<file path="src/hdl/tws_consts.vh">
// Constants for the two-wire register access slave
`ifndef TWS_CONSTS_VH
`define TWS_CONSTS_VH

// Slave addresses (7-bit); base pair and the page 2/3 pair one above
`define TWS_BASE_ADDR 7'h68
`define TWS_HIGH_ADDR 7'h69

// Page control register sits at byte offset 0x0 of each half page
`define TWS_PAGE_CTRL_OFS 7'h00
`define TWS_PAGE_CTRL_RST 8'h00
`define TWS_PC_RETURN_BIT 7
`define TWS_PC_WMODE_BIT 6
`define TWS_PC_PAGE_MSB 1

// Protocol states
`define TWS_ST_IDLE 3'h0
`define TWS_ST_RX 3'h1
`define TWS_ST_ACK 3'h2
`define TWS_ST_TX 3'h3
`define TWS_ST_RACK 3'h4
`define TWS_ST_WAIT 3'h5

// Byte roles within a frame
`define TWS_KIND_SLAVE 2'h0
`define TWS_KIND_REG 2'h1
`define TWS_KIND_DATA 2'h2

// Clock stall timeout: 35 ms at 10 MHz (100 ns period)
`define TWS_STALL_MS 35
`define TWS_CLK_NS 100
`define TWS_STALL_CYC ((`TWS_STALL_MS * 1000000) / `TWS_CLK_NS)

`endif

</file>
<file path="src/hdl/tws_cond_det.v">
// Bus line edge and START/STOP condition detector
`timescale 1ns/10ps
`include "tws_consts.vh"

module tws_cond_det (
	mclk,
	rst_b,
	scl_i,
	sda_i,
	scl_rise,
	scl_fall,
	start_det,
	stop_det,
	bus_still
);
	input wire mclk;
	input wire rst_b;
	input wire scl_i;
	input wire sda_i;
	output wire scl_rise;
	output wire scl_fall;
	output wire start_det;
	output wire stop_det;
	output wire bus_still;

	reg scl_q_ff;
	reg sda_q_ff;

	// Previous line levels, idle-high after reset
	always @(posedge mclk or negedge rst_b) begin
		if (!rst_b) begin
			scl_q_ff <= 1'h1;
			sda_q_ff <= 1'h1;
		end else begin
			scl_q_ff <= scl_i;
			sda_q_ff <= sda_i;
		end
	end

	// Edges and conditions; SDA change while SCL high is a condition
	assign scl_rise = scl_i & ~scl_q_ff;
	assign scl_fall = ~scl_i & scl_q_ff;
	assign start_det = scl_i & scl_q_ff & sda_q_ff & ~sda_i;
	assign stop_det = scl_i & scl_q_ff & ~sda_q_ff & sda_i;
	assign bus_still = (scl_i == scl_q_ff);

endmodule // tws_cond_det

</file>
<file path="src/hdl/tws_slave.v">
// Two-wire register access slave engine
// What this block does
// The host writes the register address, then reads after a START.
// The host ends a read with a not-acknowledge, then a STOP.
// A host acknowledge on a read byte steps the pointer and sends on.
// Reading an address that does not exist returns an all-zero byte.
// After a repeated START the host repeats the same slave address.
// Default write mode stores each data byte at the next address.
// Alternating mode takes address and data bytes in turn.
// A write-mode change takes effect only from the next START.
// A STOP in mid-message abandons it and returns to idle; a START restarts address reception.
// Every byte of a write, address and data alike, is acknowledged.
// Page control selects the page, or returns to zero with auto return.
// The slave address one above the base pair opens pages two and three.
// With the stall timeout on, a bus clock stalled 35 ms resets the link.
`timescale 1ns/10ps
`include "tws_consts.vh"

module tws_slave #(
	parameter STALL_CYC = `TWS_STALL_CYC
) (
	mclk,
	rst_b,
	scl_i,
	sda_i,
	sda_o,
	sda_oe,
	clock_stall_timeout_enable,
	reg_rdata,
	reg_exists,
	reg_addr_ff,
	reg_wdata_ff,
	reg_wr_ff,
	page_control_ff
);
	input wire mclk;
	input wire rst_b;
	input wire scl_i;
	input wire sda_i;
	output reg sda_o;
	output reg sda_oe;
	input wire clock_stall_timeout_enable;
	input wire [7:0] reg_rdata;
	input wire reg_exists;
	output reg [8:0] reg_addr_ff;
	output reg [7:0] reg_wdata_ff;
	output reg reg_wr_ff;
	output reg [7:0] page_control_ff;

	wire scl_rise;
	wire scl_fall;
	wire start_det;
	wire stop_det;
	wire bus_still;
	wire stall_hit;
	wire is_pc;
	wire [7:0] rd_byte;
	reg [2:0] state_ff;
	reg [1:0] kind_ff;
	reg [3:0] cnt_ff;
	reg [7:0] sh_ff;
	reg rw_ff;
	reg alt_frame_ff;
	reg alt_addr_ff;
	reg inc_pend_ff;
	reg [31:0] stall_ff;

	// Engine states and byte roles, binary coded
	localparam ST_IDLE = `TWS_ST_IDLE;
	localparam ST_RX = `TWS_ST_RX;
	localparam ST_ACK = `TWS_ST_ACK;
	localparam ST_TX = `TWS_ST_TX;
	localparam ST_RACK = `TWS_ST_RACK;
	localparam ST_WAIT = `TWS_ST_WAIT;
	localparam KIND_SLAVE = `TWS_KIND_SLAVE;
	localparam KIND_REG = `TWS_KIND_REG;
	localparam KIND_DATA = `TWS_KIND_DATA;

	tws_cond_det u_det (
		.mclk(mclk),
		.rst_b(rst_b),
		.scl_i(scl_i),
		.sda_i(sda_i),
		.scl_rise(scl_rise),
		.scl_fall(scl_fall),
		.start_det(start_det),
		.stop_det(stop_det),
		.bus_still(bus_still)
	);

	// Page control answers at offset zero of either half page
	assign is_pc = (reg_addr_ff[6:0] == `TWS_PAGE_CTRL_OFS);
	// Missing registers read as zero
	assign rd_byte = is_pc ? page_control_ff :
		(reg_exists ? reg_rdata : 8'h00);
	// Stall counter reaches its limit
	assign stall_hit = clock_stall_timeout_enable &&
		(stall_ff >= STALL_CYC - 1);

	// Clock stall watchdog, only counts inside a frame
	always @(posedge mclk or negedge rst_b) begin
		if (!rst_b) begin
			stall_ff <= 32'h0;
		end else if (state_ff == ST_IDLE || !bus_still) begin
			stall_ff <= 32'h0;
		end else if (!stall_hit) begin
			stall_ff <= stall_ff + 32'h1;
		end
	end

	// Protocol engine
	always @(posedge mclk or negedge rst_b) begin
		if (!rst_b) begin
			state_ff <= ST_IDLE;
			kind_ff <= KIND_SLAVE;
			cnt_ff <= 4'h0;
			sh_ff <= 8'h00;
			rw_ff <= 1'h0;
			alt_frame_ff <= 1'h0;
			alt_addr_ff <= 1'h0;
			inc_pend_ff <= 1'h0;
			sda_o <= 1'h0;
			sda_oe <= 1'h0;
			reg_addr_ff <= 9'h000;
			reg_wdata_ff <= 8'h00;
			reg_wr_ff <= 1'h0;
			page_control_ff <= `TWS_PAGE_CTRL_RST;
		end else begin
			reg_wr_ff <= 1'h0;
			sda_o <= 1'h0;
			if (stall_hit) begin
				state_ff <= ST_IDLE;
				sda_oe <= 1'h0;
			end else if (stop_det) begin
				// Abandon frame; optional return to page zero
				state_ff <= ST_IDLE;
				sda_oe <= 1'h0;
				if (page_control_ff[`TWS_PC_RETURN_BIT]) begin
					page_control_ff[`TWS_PC_PAGE_MSB:0] <= 2'h0;
				end
			end else if (start_det) begin
				// New or repeated START restarts address reception
				state_ff <= ST_RX;
				kind_ff <= KIND_SLAVE;
				cnt_ff <= 4'h0;
				sda_oe <= 1'h0;
				alt_frame_ff <= page_control_ff[`TWS_PC_WMODE_BIT];
				alt_addr_ff <= 1'h0;
			end else begin
				case (state_ff)
				ST_RX: begin
					if (scl_rise && cnt_ff < 4'h8) begin
						sh_ff <= {sh_ff[6:0], sda_i};
						cnt_ff <= cnt_ff + 4'h1;
					end else if (scl_fall && cnt_ff == 4'h8) begin
						cnt_ff <= 4'h0;
						state_ff <= ST_ACK;
						sda_oe <= 1'h1;
						case (kind_ff)
						KIND_SLAVE: begin
							if (sh_ff[7:1] == `TWS_BASE_ADDR ||
								sh_ff[7:1] == `TWS_HIGH_ADDR) begin
								rw_ff <= sh_ff[0];
								reg_addr_ff[8] <= (sh_ff[7:1] ==
									`TWS_HIGH_ADDR) ? 1'h1 :
									page_control_ff[`TWS_PC_PAGE_MSB];
							end else begin
								state_ff <= ST_WAIT;
								sda_oe <= 1'h0;
							end
						end
						KIND_REG: begin
							reg_addr_ff[7:0] <= sh_ff;
							kind_ff <= KIND_DATA;
							alt_addr_ff <= 1'h0;
						end
						default: begin
							if (alt_frame_ff && alt_addr_ff) begin
								reg_addr_ff[7:0] <= sh_ff;
								alt_addr_ff <= 1'h0;
							end else begin
								// Store, then step in default mode
								if (is_pc) begin
									page_control_ff <= sh_ff;
								end else begin
									reg_wr_ff <= 1'h1;
								end
								reg_wdata_ff <= sh_ff;
								inc_pend_ff <= ~alt_frame_ff;
								alt_addr_ff <= alt_frame_ff;
							end
						end
						endcase
					end
				end
				ST_ACK: begin
					if (scl_fall) begin
						inc_pend_ff <= 1'h0;
						if (inc_pend_ff) begin
							reg_addr_ff[7:0] <= reg_addr_ff[7:0] + 8'h01;
						end
						if (kind_ff == KIND_SLAVE && rw_ff) begin
							// Read: first byte from current pointer
							state_ff <= ST_TX;
							sh_ff <= {rd_byte[6:0], 1'h0};
							sda_oe <= ~rd_byte[7];
							cnt_ff <= 4'h1;
						end else begin
							if (kind_ff == KIND_SLAVE) begin
								kind_ff <= KIND_REG;
							end
							state_ff <= ST_RX;
							sda_oe <= 1'h0;
						end
					end
				end
				ST_TX: begin
					if (scl_fall) begin
						if (cnt_ff == 4'h8) begin
							sda_oe <= 1'h0;
							state_ff <= ST_RACK;
						end else begin
							sda_oe <= ~sh_ff[7];
							sh_ff <= {sh_ff[6:0], 1'h0};
							cnt_ff <= cnt_ff + 4'h1;
						end
					end
				end
				ST_RACK: begin
					if (scl_rise) begin
						if (!sda_i) begin
							// Host acknowledged: step pointer
							reg_addr_ff[7:0] <= reg_addr_ff[7:0] + 8'h01;
						end else begin
							state_ff <= ST_WAIT;
						end
					end else if (scl_fall) begin
						state_ff <= ST_TX;
						sh_ff <= {rd_byte[6:0], 1'h0};
						sda_oe <= ~rd_byte[7];
						cnt_ff <= 4'h1;
					end
				end
				ST_WAIT: begin
					sda_oe <= 1'h0;
				end
				default: begin
					state_ff <= ST_IDLE;
					sda_oe <= 1'h0;
				end
				endcase
			end
		end
	end

endmodule // tws_slave

</file>
<file path="config.mk">
export PLATFORM = sky130hd
export DESIGN_NAME = tws_slave
export DESIGN_NICKNAME = d
export VERILOG_FILES = /design/src/hdl/tws_cond_det.v /design/src/hdl/tws_slave.v
export VERILOG_INCLUDE_DIRS = /design/src /design/src/hdl
export SDC_FILE = /design/constraint.sdc
export NUM_CORES = 1
export LEC_CHECK = 0
export BUFFER_PORTS_ARGS = -buffer_cell sky130_fd_sc_hd__clkbuf_2
export CAP_MARGIN = 10
export CORE_ASPECT_RATIO = 1.4
export CORE_UTILIZATION = 46
export CTS_CLUSTER_DIAMETER = 80
export DETAILED_ROUTE_END_ITERATION = 10
export PLACE_DENSITY = 0.75
export SLEW_MARGIN = 20
export SYNTH_ARGS = -nofsm -noshare
export SYNTH_HDL_FRONTEND = slang
export SYNTH_SLANG_ARGS = --single-unit
</file>
<file path="constraint.sdc">
create_clock -name mclk -period 6.68 [get_ports mclk]
set_clock_uncertainty 0.2 [all_clocks]
set_input_delay 1.336 -clock mclk [delete_from_list [all_inputs] [get_ports mclk]]
set_output_delay 1.336 -clock mclk [all_outputs]
set_load 0.02 [all_outputs]
</file>
==> results.sh, run 1 <==
export IMPL_grt_max_degree=83
export IMPL_layout_commonest_cell="dfrtp_1"
export IMPL_fin_total_pwr_mw=1.81
export IMPL_post_cts_buffers=0
export IMPL_worstSkewPairLatency_ns=0.33
export IMPL_dp_hpwl_um=8370
export IMPL_slew_violations=0
export IMPL_power_leakage_nw=2.38
export IMPL_cts_hold_fix_buffers=0
export IMPL_synth_xor_area_share_pct=3.66
export IMPL_yosysSeqAreaShare_pct=42.9
export IMPL_cts_tree="built"
export IMPL_synthArstFlopShare_pct=100
export IMPL_yosys_warnings=0
export IMPL_die_w_um=88.3
export IMPL_grt_util_all_layers_pct=23.0
export IMPL_h_tree_depth=3
export IMPL_antenna_found_initial=0
export IMPL_synth_adder_area_share_pct=2.35
export IMPL_worstPathRequired_ns=6.70
export IMPL_tns_ns=0
export IMPL_cts_resized=0
export IMPL_path_clk_slew_ns=0.06
export IMPL_hold_viol_final=0
export IMPL_fp_dieH_um=123
export IMPL_dr_first_iter_drc_count=202
export IMPL_core_um2=10000
export IMPL_remaining_drc_errors=0
export IMPL_relSlewSlack_pct=48.6
export IMPL_worstPathCellList="clkbuf_2 > inv_1 > ha_1 > nand4b_1 > a21oi_1 > a2bb2oi_1 > nand4b_1 > or3_1 > o311ai_1"
export IMPL_gr_total_overflow=0
export IMPL_ir_drop_mv=0.202
export IMPL_grt_pass1_vias=4101
export IMPL_crit_buf_inv=2
export IMPL_powerDensity_nw_per_um2=334
export IMPL_hp_class="reg -> reg"
export IMPL_synthDistinctLibCells=69
export IMPL_synthesis_nets=541
export IMPL_synthFlopType="dfrtp_1"
export IMPL_worstSetupStartpointType="input port"
export IMPL_layout_common_cells="dfrtp_1, nor2_1, clkbuf_2"
export IMPL_path_class="in -> reg"
export IMPL_synthMuxAreaShare_pct=6.87
export IMPL_port_buffers=40
export IMPL_synth_compound_area_share_pct=14.6
export IMPL_fin_crit_ns=3.63
export IMPL_cp_top_family="simple AND/OR/NAND/NOR gates"
export IMPL_maxCapViolCount=0
export IMPL_pre_cts_ws_ns=2.77
export IMPL_num_rows=43
export IMPL_area_growth_pct=13.3
export IMPL_end_kind="flip-flop"
export IMPL_cpMostUsedCell="nand4b_1"
export IMPL_firstDrtPassIters=5
export IMPL_antennaDiodeCount=0
export IMPL_syn_avg_cell_area_um2=9.25
export IMPL_synthCells=518
export IMPL_status="complete, no violations"
export IMPL_cts_made_buffers=9
export IMPL_worstMarginPinSlew_ns=0.770
export IMPL_yosys_area_top_type="dfrtp_1"
export IMPL_cp_slowest_cell="nand4b_1"
export IMPL_gp_congestion=0.931
export IMPL_grt_pass1_wl_um=19200
export IMPL_crit_fanout=17
export IMPL_arrival_ns=3.64
export IMPL_cts_root_buf="clkbuf_16"
export IMPL_io_pins=42
export IMPL_synth_edf_count=0
export IMPL_start_util_pct=47.9
export IMPL_worst_slack_ns=3.05
export IMPL_synth_top_family_by_area="simple AND/OR/NAND/NOR gates"
export IMPL_fin_crit_sh_pct=54.3
export IMPL_yosys_area_share_simple_pct=26.2
export IMPL_dieArea_um2=10800
export IMPL_synth_top_area_share_pct=41.8
export IMPL_routedWlPerCell_um=17.0
export IMPL_crit_path_max_incr_delay_ns=0.56
export IMPL_route_antenna_remaining_nets=0
export IMPL_syn_area_um2=4790
export IMPL_ctsLongestPathBuffers=2
export IMPL_cts_num_sinks=82
export IMPL_setup_viol=0
export IMPL_drive_gt1_share_pct=17.5
export IMPL_vias=4165
export IMPL_drt_total_wl_um=11700
export IMPL_fin_nets=572
export IMPL_viasPerCell=6.04
export IMPL_rsz0062_at_grt="false"
export IMPL_ys_ff_latch=82
export IMPL_fmax_mhz=276
export IMPL_ys_top_cells_by_area="dfrtp_1, mux2_2, nor2_1"
-- worst register-to-register path: stages, from the launching register on --
cell,delay [ns]
dfrtp_1,0.41
nor4_1,0.40
a41oi_2,0.16
buf_4,0.24
nor3_1,0.28
nand4b_1,0.59
or3_1,0.56
o311ai_1,0.10
-- layout make-up --
type                    count  area [um^2]
clock buffers              10          239
repair buffers             44          236
clock inverters             6         72.6
inverters                  16         60.1
multi-input cells         396         2600
well taps                 135          169
flip-flops and latches     82         2050
fillers                   938         4580
-- registers in the layout, indices dropped and copies added (netlist names) --
signal and flops:
alt_addr_ff 1, alt_frame_ff 1, cnt_ff 4, inc_pend_ff 1
kind_ff 2, page_control_ff 8, reg_addr_ff 9, reg_wdata_ff 8
reg_wr_ff 1, rw_ff 1, sda_oe 1, sh_ff 8
stall_ff 32, state_ff 3, u_det.scl_q_ff 1, u_det.sda_q_ff 1
-- cells by family after synthesis --
group | Yosys count
AND/OR/NAND/NOR | 233
AO/OA/AOI/OAI | 103
flip-flops | 82
buffers and inverters | 40
multiplexers | 30
XOR/XNOR | 20
adder cells (fa/ha/maj) | 9
other | 1
-- where the power goes --
part	leakage, nW	internal, mW	total [mW]	switching (mW)
registers	1.09	0.573	0.709	0.136
clock network	0.155	0.305	0.514	0.209
logic	1.13	0.250	0.591	0.341
total	2.38	1.13	1.81	0.686
-- routing by layer --
layer	vias up	share of wire (%)	GRT usage, %	routed length [um]
li1	1964	-	-	-
met1	2043	40	25.1	4670
met2	126	52	40.9	6150
met3	32	3.8	4.51	450
met4	0	4.0	12.8	474
met5	-	0	0	0
-- stage by stage --
| step | util [%] | instance area [um^2] | hold slack [ns] | std cells |
|---|---|---|---|---|
| 2_1_floorplan | - | 4790 | 0.274 | 518 |
| 3_3_place_gp | 51.1 | 5110 | 0.293 | 673 |
| 3_5_place_dp | 51.1 | 5110 | 0.299 | 673 |
| 4_1_cts | 54.2 | 5420 | 0.315 | 689 |
| 5_1_grt | 54.2 | 5430 | 0.326 | 689 |
| 6_report | 54.2 | 5430 | 0.308 | 689 |
-- final timing paths --
path | from | end | slack, ns | cells after the start
max | scl_i | reg_addr_ff[0] | 3.05 | 9
min | reg_wdata_ff[0] | reg_wdata_ff[0] | 0.31 | 1
max reg2reg | stall_ff[29] | reg_addr_ff[0] | 3.62 | 7
min reg2reg | reg_wdata_ff[0] | reg_wdata_ff[0] | 0.31 | 1
max in group asynchronous | rst_b | sda_oe | 4.94 | 1
min in group asynchronous | rst_b | stall_ff[23] | 0.85 | 1
-- Yosys cell counts (all sizes together) (11+ instances only) --
library cell / instances
dfrtp: 80
nor2: 59
nand2: 36
nand3: 29
a21oi: 24
mux2: 23
xnor2: 19
nor3: 18
clkbuf: 16
inv: 16
o21ai: 16
a31oi: 15
nand2b: 11
nand4: 11
Power figures use the tool's default switching activity.
==> run 2, diff against run 1 <==
--- a/config.mk
+++ b/config.mk
@@ -6,13 +6,14 @@
 export SDC_FILE = /design/constraint.sdc
 export NUM_CORES = 1
 export LEC_CHECK = 0
+export ABC_AREA = 1
 export BUFFER_PORTS_ARGS = -buffer_cell sky130_fd_sc_hd__clkbuf_2
 export CAP_MARGIN = 10
 export CORE_ASPECT_RATIO = 1.4
 export CORE_UTILIZATION = 46
 export CTS_CLUSTER_DIAMETER = 80
 export DETAILED_ROUTE_END_ITERATION = 10
-export PLACE_DENSITY = 0.75
+export PLACE_DENSITY = 0.77
 export SLEW_MARGIN = 20
 export SYNTH_ARGS = -nofsm -noshare
 export SYNTH_HDL_FRONTEND = slang
==> constraint.sdc (replaced) <==
create_clock -name mclk -period 3.2 [get_ports mclk]
set_clock_uncertainty 0.2 [all_clocks]
set_input_delay 0.64 -clock mclk [delete_from_list [all_inputs] [get_ports mclk]]
set_output_delay 0.64 -clock mclk [all_outputs]
set_load 0.02 [all_outputs]
==> run 2 against run 1 <==
Area after synthesis increased by 12%. Core utilization shrank 1.3 points. Via count grew 26%. Sequential share of layout area is 3.6 points lower. Critical path depth increased by 5. Largest cell class unchanged. Highest routed layer unchanged.
==> results.sh, run 2 <==
export IMPL_synth_edf_count=0
export IMPL_crit_fanout=31
export IMPL_ctsLongestPathBuffers=2
export IMPL_synthDistinctLibCells=41
export IMPL_end_kind="flip-flop"
export IMPL_dieArea_um2=12100
export IMPL_ir_drop_mv=0.276
export IMPL_hp_class="in -> async"
export IMPL_fin_crit_ns=2.53
export IMPL_cts_resized=0
export IMPL_num_rows=46
export IMPL_io_pins=42
export IMPL_synth_top_area_share_pct=37.5
export IMPL_r2r_slack_ns=0.67
export IMPL_hold_viol_final=0
export IMPL_fmax_mhz=396
export IMPL_crit_start="stall_ff[1]"
export IMPL_setup_viol=0
export IMPL_reg2reg_from="stall_ff[1]"
export IMPL_synthCells=779
export IMPL_crit_buf_inv=2
export IMPL_slew_violations=0
export IMPL_grt_util_all_layers_pct=24.7
export IMPL_tns_ns=0
export IMPL_rsz0062_at_grt="false"
export IMPL_dr_first_iter_drc_count=347
export IMPL_fin_crit_sh_pct=79.0
export IMPL_h_tree_depth=3
export IMPL_dp_hpwl_um=10400
export IMPL_arrival_ns=2.55
export IMPL_gr_total_overflow=0
export IMPL_synthArstFlopShare_pct=100
export IMPL_power_leakage_nw=3.00
export IMPL_routedWlPerCell_um=14.5
export IMPL_worstSkewPairLatency_ns=0.35
export IMPL_endpoint="stall_ff[21]"
export IMPL_layout_commonest_cell="nand2_1"
export IMPL_routed_wl_met3_um=728
export IMPL_fin_total_pwr_mw=3.49
export IMPL_remaining_drc_errors=0
export IMPL_grt_max_degree=44
export IMPL_yosys_warnings=0
export IMPL_synthesis_nets=802
export IMPL_syn_area_um2=5340
export IMPL_fin_nets=843
export IMPL_stdcell_count=969
export IMPL_dp_cells=953
export IMPL_ys_top_cells_by_area="dfrtp_1, nand2_1, nand3_1"
export IMPL_maxCapViolCount=0
export IMPL_fp_dieH_um=130
export IMPL_largest_reg_flops=32
export IMPL_top_layer_used="met4"
export IMPL_worstSetupStartpointType="flip-flop"
export IMPL_reg2reg_depth=14
export IMPL_firstDrtPassIters=5
export IMPL_cp_slowest_cell="dfrtp_1"
export IMPL_drt_total_wl_um=14000
export IMPL_area_growth_pct=12.4
export IMPL_worstPathCellList="ha_1 > inv_1 > nor2_4 > nand3_1 > nand2_1 > nand2_1 > nand2_1 > nand2_1 > nand2_2 > nand2_4 > nor2_8 > inv_2 > nand2_1 > o21ai_1"
export IMPL_status="complete, no violations"
export IMPL_post_cts_buffers=0
export IMPL_powerDensity_nw_per_um2=581
export IMPL_path_clk_slew_ns=0.07
export IMPL_path_class="reg -> reg"
export IMPL_wl_met1_um=5650
export IMPL_ys_ff_latch=82
export IMPL_cpMostUsedCell="nand2_1"
export IMPL_cp_num_cells=14
export IMPL_cts_num_sinks=82
export IMPL_crit_path_max_incr_delay_ns=0.40
export IMPL_grt_pass1_wl_um=23500
export IMPL_whs_ns=0.0759
export IMPL_fin_area_um2=6000
export IMPL_cts_root_buf="clkbuf_16"
export IMPL_viasPerCell=5.41
export IMPL_route_antenna_remaining_nets=0
export IMPL_synthFlopType="dfrtp_1"
export IMPL_yosysSeqAreaShare_pct=38.5
export IMPL_antenna_found_initial=0
export IMPL_grt_pass1_vias=4907
export IMPL_cts_hold_fix_buffers=0
export IMPL_vias=5246
export IMPL_start_util_pct=47.1
export IMPL_cts_made_buffers=9
export IMPL_core_um2=11300
export IMPL_worstMarginPinSlew_ns=0.550
export IMPL_relSlewSlack_pct=63.3
export IMPL_yosysMostFrequentCell="nand2_1"
export IMPL_antennaDiodeCount=0
export IMPL_yosys_area_top_type="dfrtp_1"
export IMPL_drive_gt1_share_pct=11.9
export IMPL_cp_top_family="simple AND/OR/NAND/NOR gates"
export IMPL_syn_avg_cell_area_um2=6.86
export IMPL_gp_congestion=0.974
export IMPL_r2r_end="stall_ff[21]"
export IMPL_port_buffers=40
export IMPL_max_flop_register="stall_ff"
export IMPL_place_area_um2=5710
export IMPL_worstPathRequired_ns=3.22
export IMPL_layout_common_cells="nand2_1, nor2_1, dfrtp_1"
export IMPL_reg_top3="stall_ff (32), reg_addr_ff (9)"
export IMPL_synthTopCellsByCount="nand2_1, nor2_1, dfrtp_1"
export IMPL_cts_tree="built"
export IMPL_wl_met2_um=7200
export IMPL_die_w_um=93.1
run 2: changes by cell type in the layout (fill, tap and decap cells not counted), sizes merged, moves of 14 or more:
cell / before / now
nand4: 11 / 31
nand2: 36 / 277
a31oi: 15 / 1
nand3: 29 / 64
inv: 19 / 76
o21ai: 16 / 35
nor2: 59 / 90
mux2: 23 / 0
run 2: stage by stage:
step           utilization, %  setup WS, ns
6_report                 53.0         0.673
3_3_place_gp             50.4         0.597
5_1_grt                  53.0         0.425
4_1_cts                  53.0         0.646
2_1_floorplan               -          1.04
3_5_place_dp             50.4         0.583
run 2: cell families (layout without fill, tap and decap cells):
group	count (synthesis)	after routing	synth area share (%)
compound gates	68	68	7.26
xor+xnor	25	25	4.10
fa+ha+maj	9	9	2.11
buf+inv	96	142	7.35
flops	82	82	38.5
other cells	1	1	0.0702
simple gates	498	498	40.7
run 2: how the worst min path moves through the flow:
stage | depth (start not counted) | end | from
after floorplan | 0 | alt_addr_ff | rst_b
after global placement | 2 | reg_wdata_ff[2] | reg_wdata_ff[2]
after detailed placement | 2 | reg_wdata_ff[5] | reg_wdata_ff[5]
after CTS | 1 | reg_addr_ff[1] | rst_b
after global routing | 1 | reg_addr_ff[1] | rst_b
final | 1 | reg_addr_ff[1] | rst_b
run 2: layout make-up:
cell class | instances | area (um^2)
well taps | 144 | 180
repair buffers | 51 | 298
inverters | 75 | 282
multi-input cells | 601 | 2900
clock inverters | 7 | 70.1
fillers | 1106 | 5330
clock buffers | 9 | 225
flip-flops and latches | 82 | 2050
run 2: routing by layer:
| layer | vias to the layer above | GRT usage, % |
|---|---|---|
| li1 | 2605 | - |
| met4 | 0 | 11.0 |
| met2 | 177 | 43.9 |
| met1 | 2427 | 28.8 |
| met5 | - | 0 |
| met3 | 37 | 4.34 |
run 2: power breakdown:
group,switching [mW],internal [mW]
Sequential,0.164,1.16
Combinational,0.789,0.340
Clock,0.484,0.548
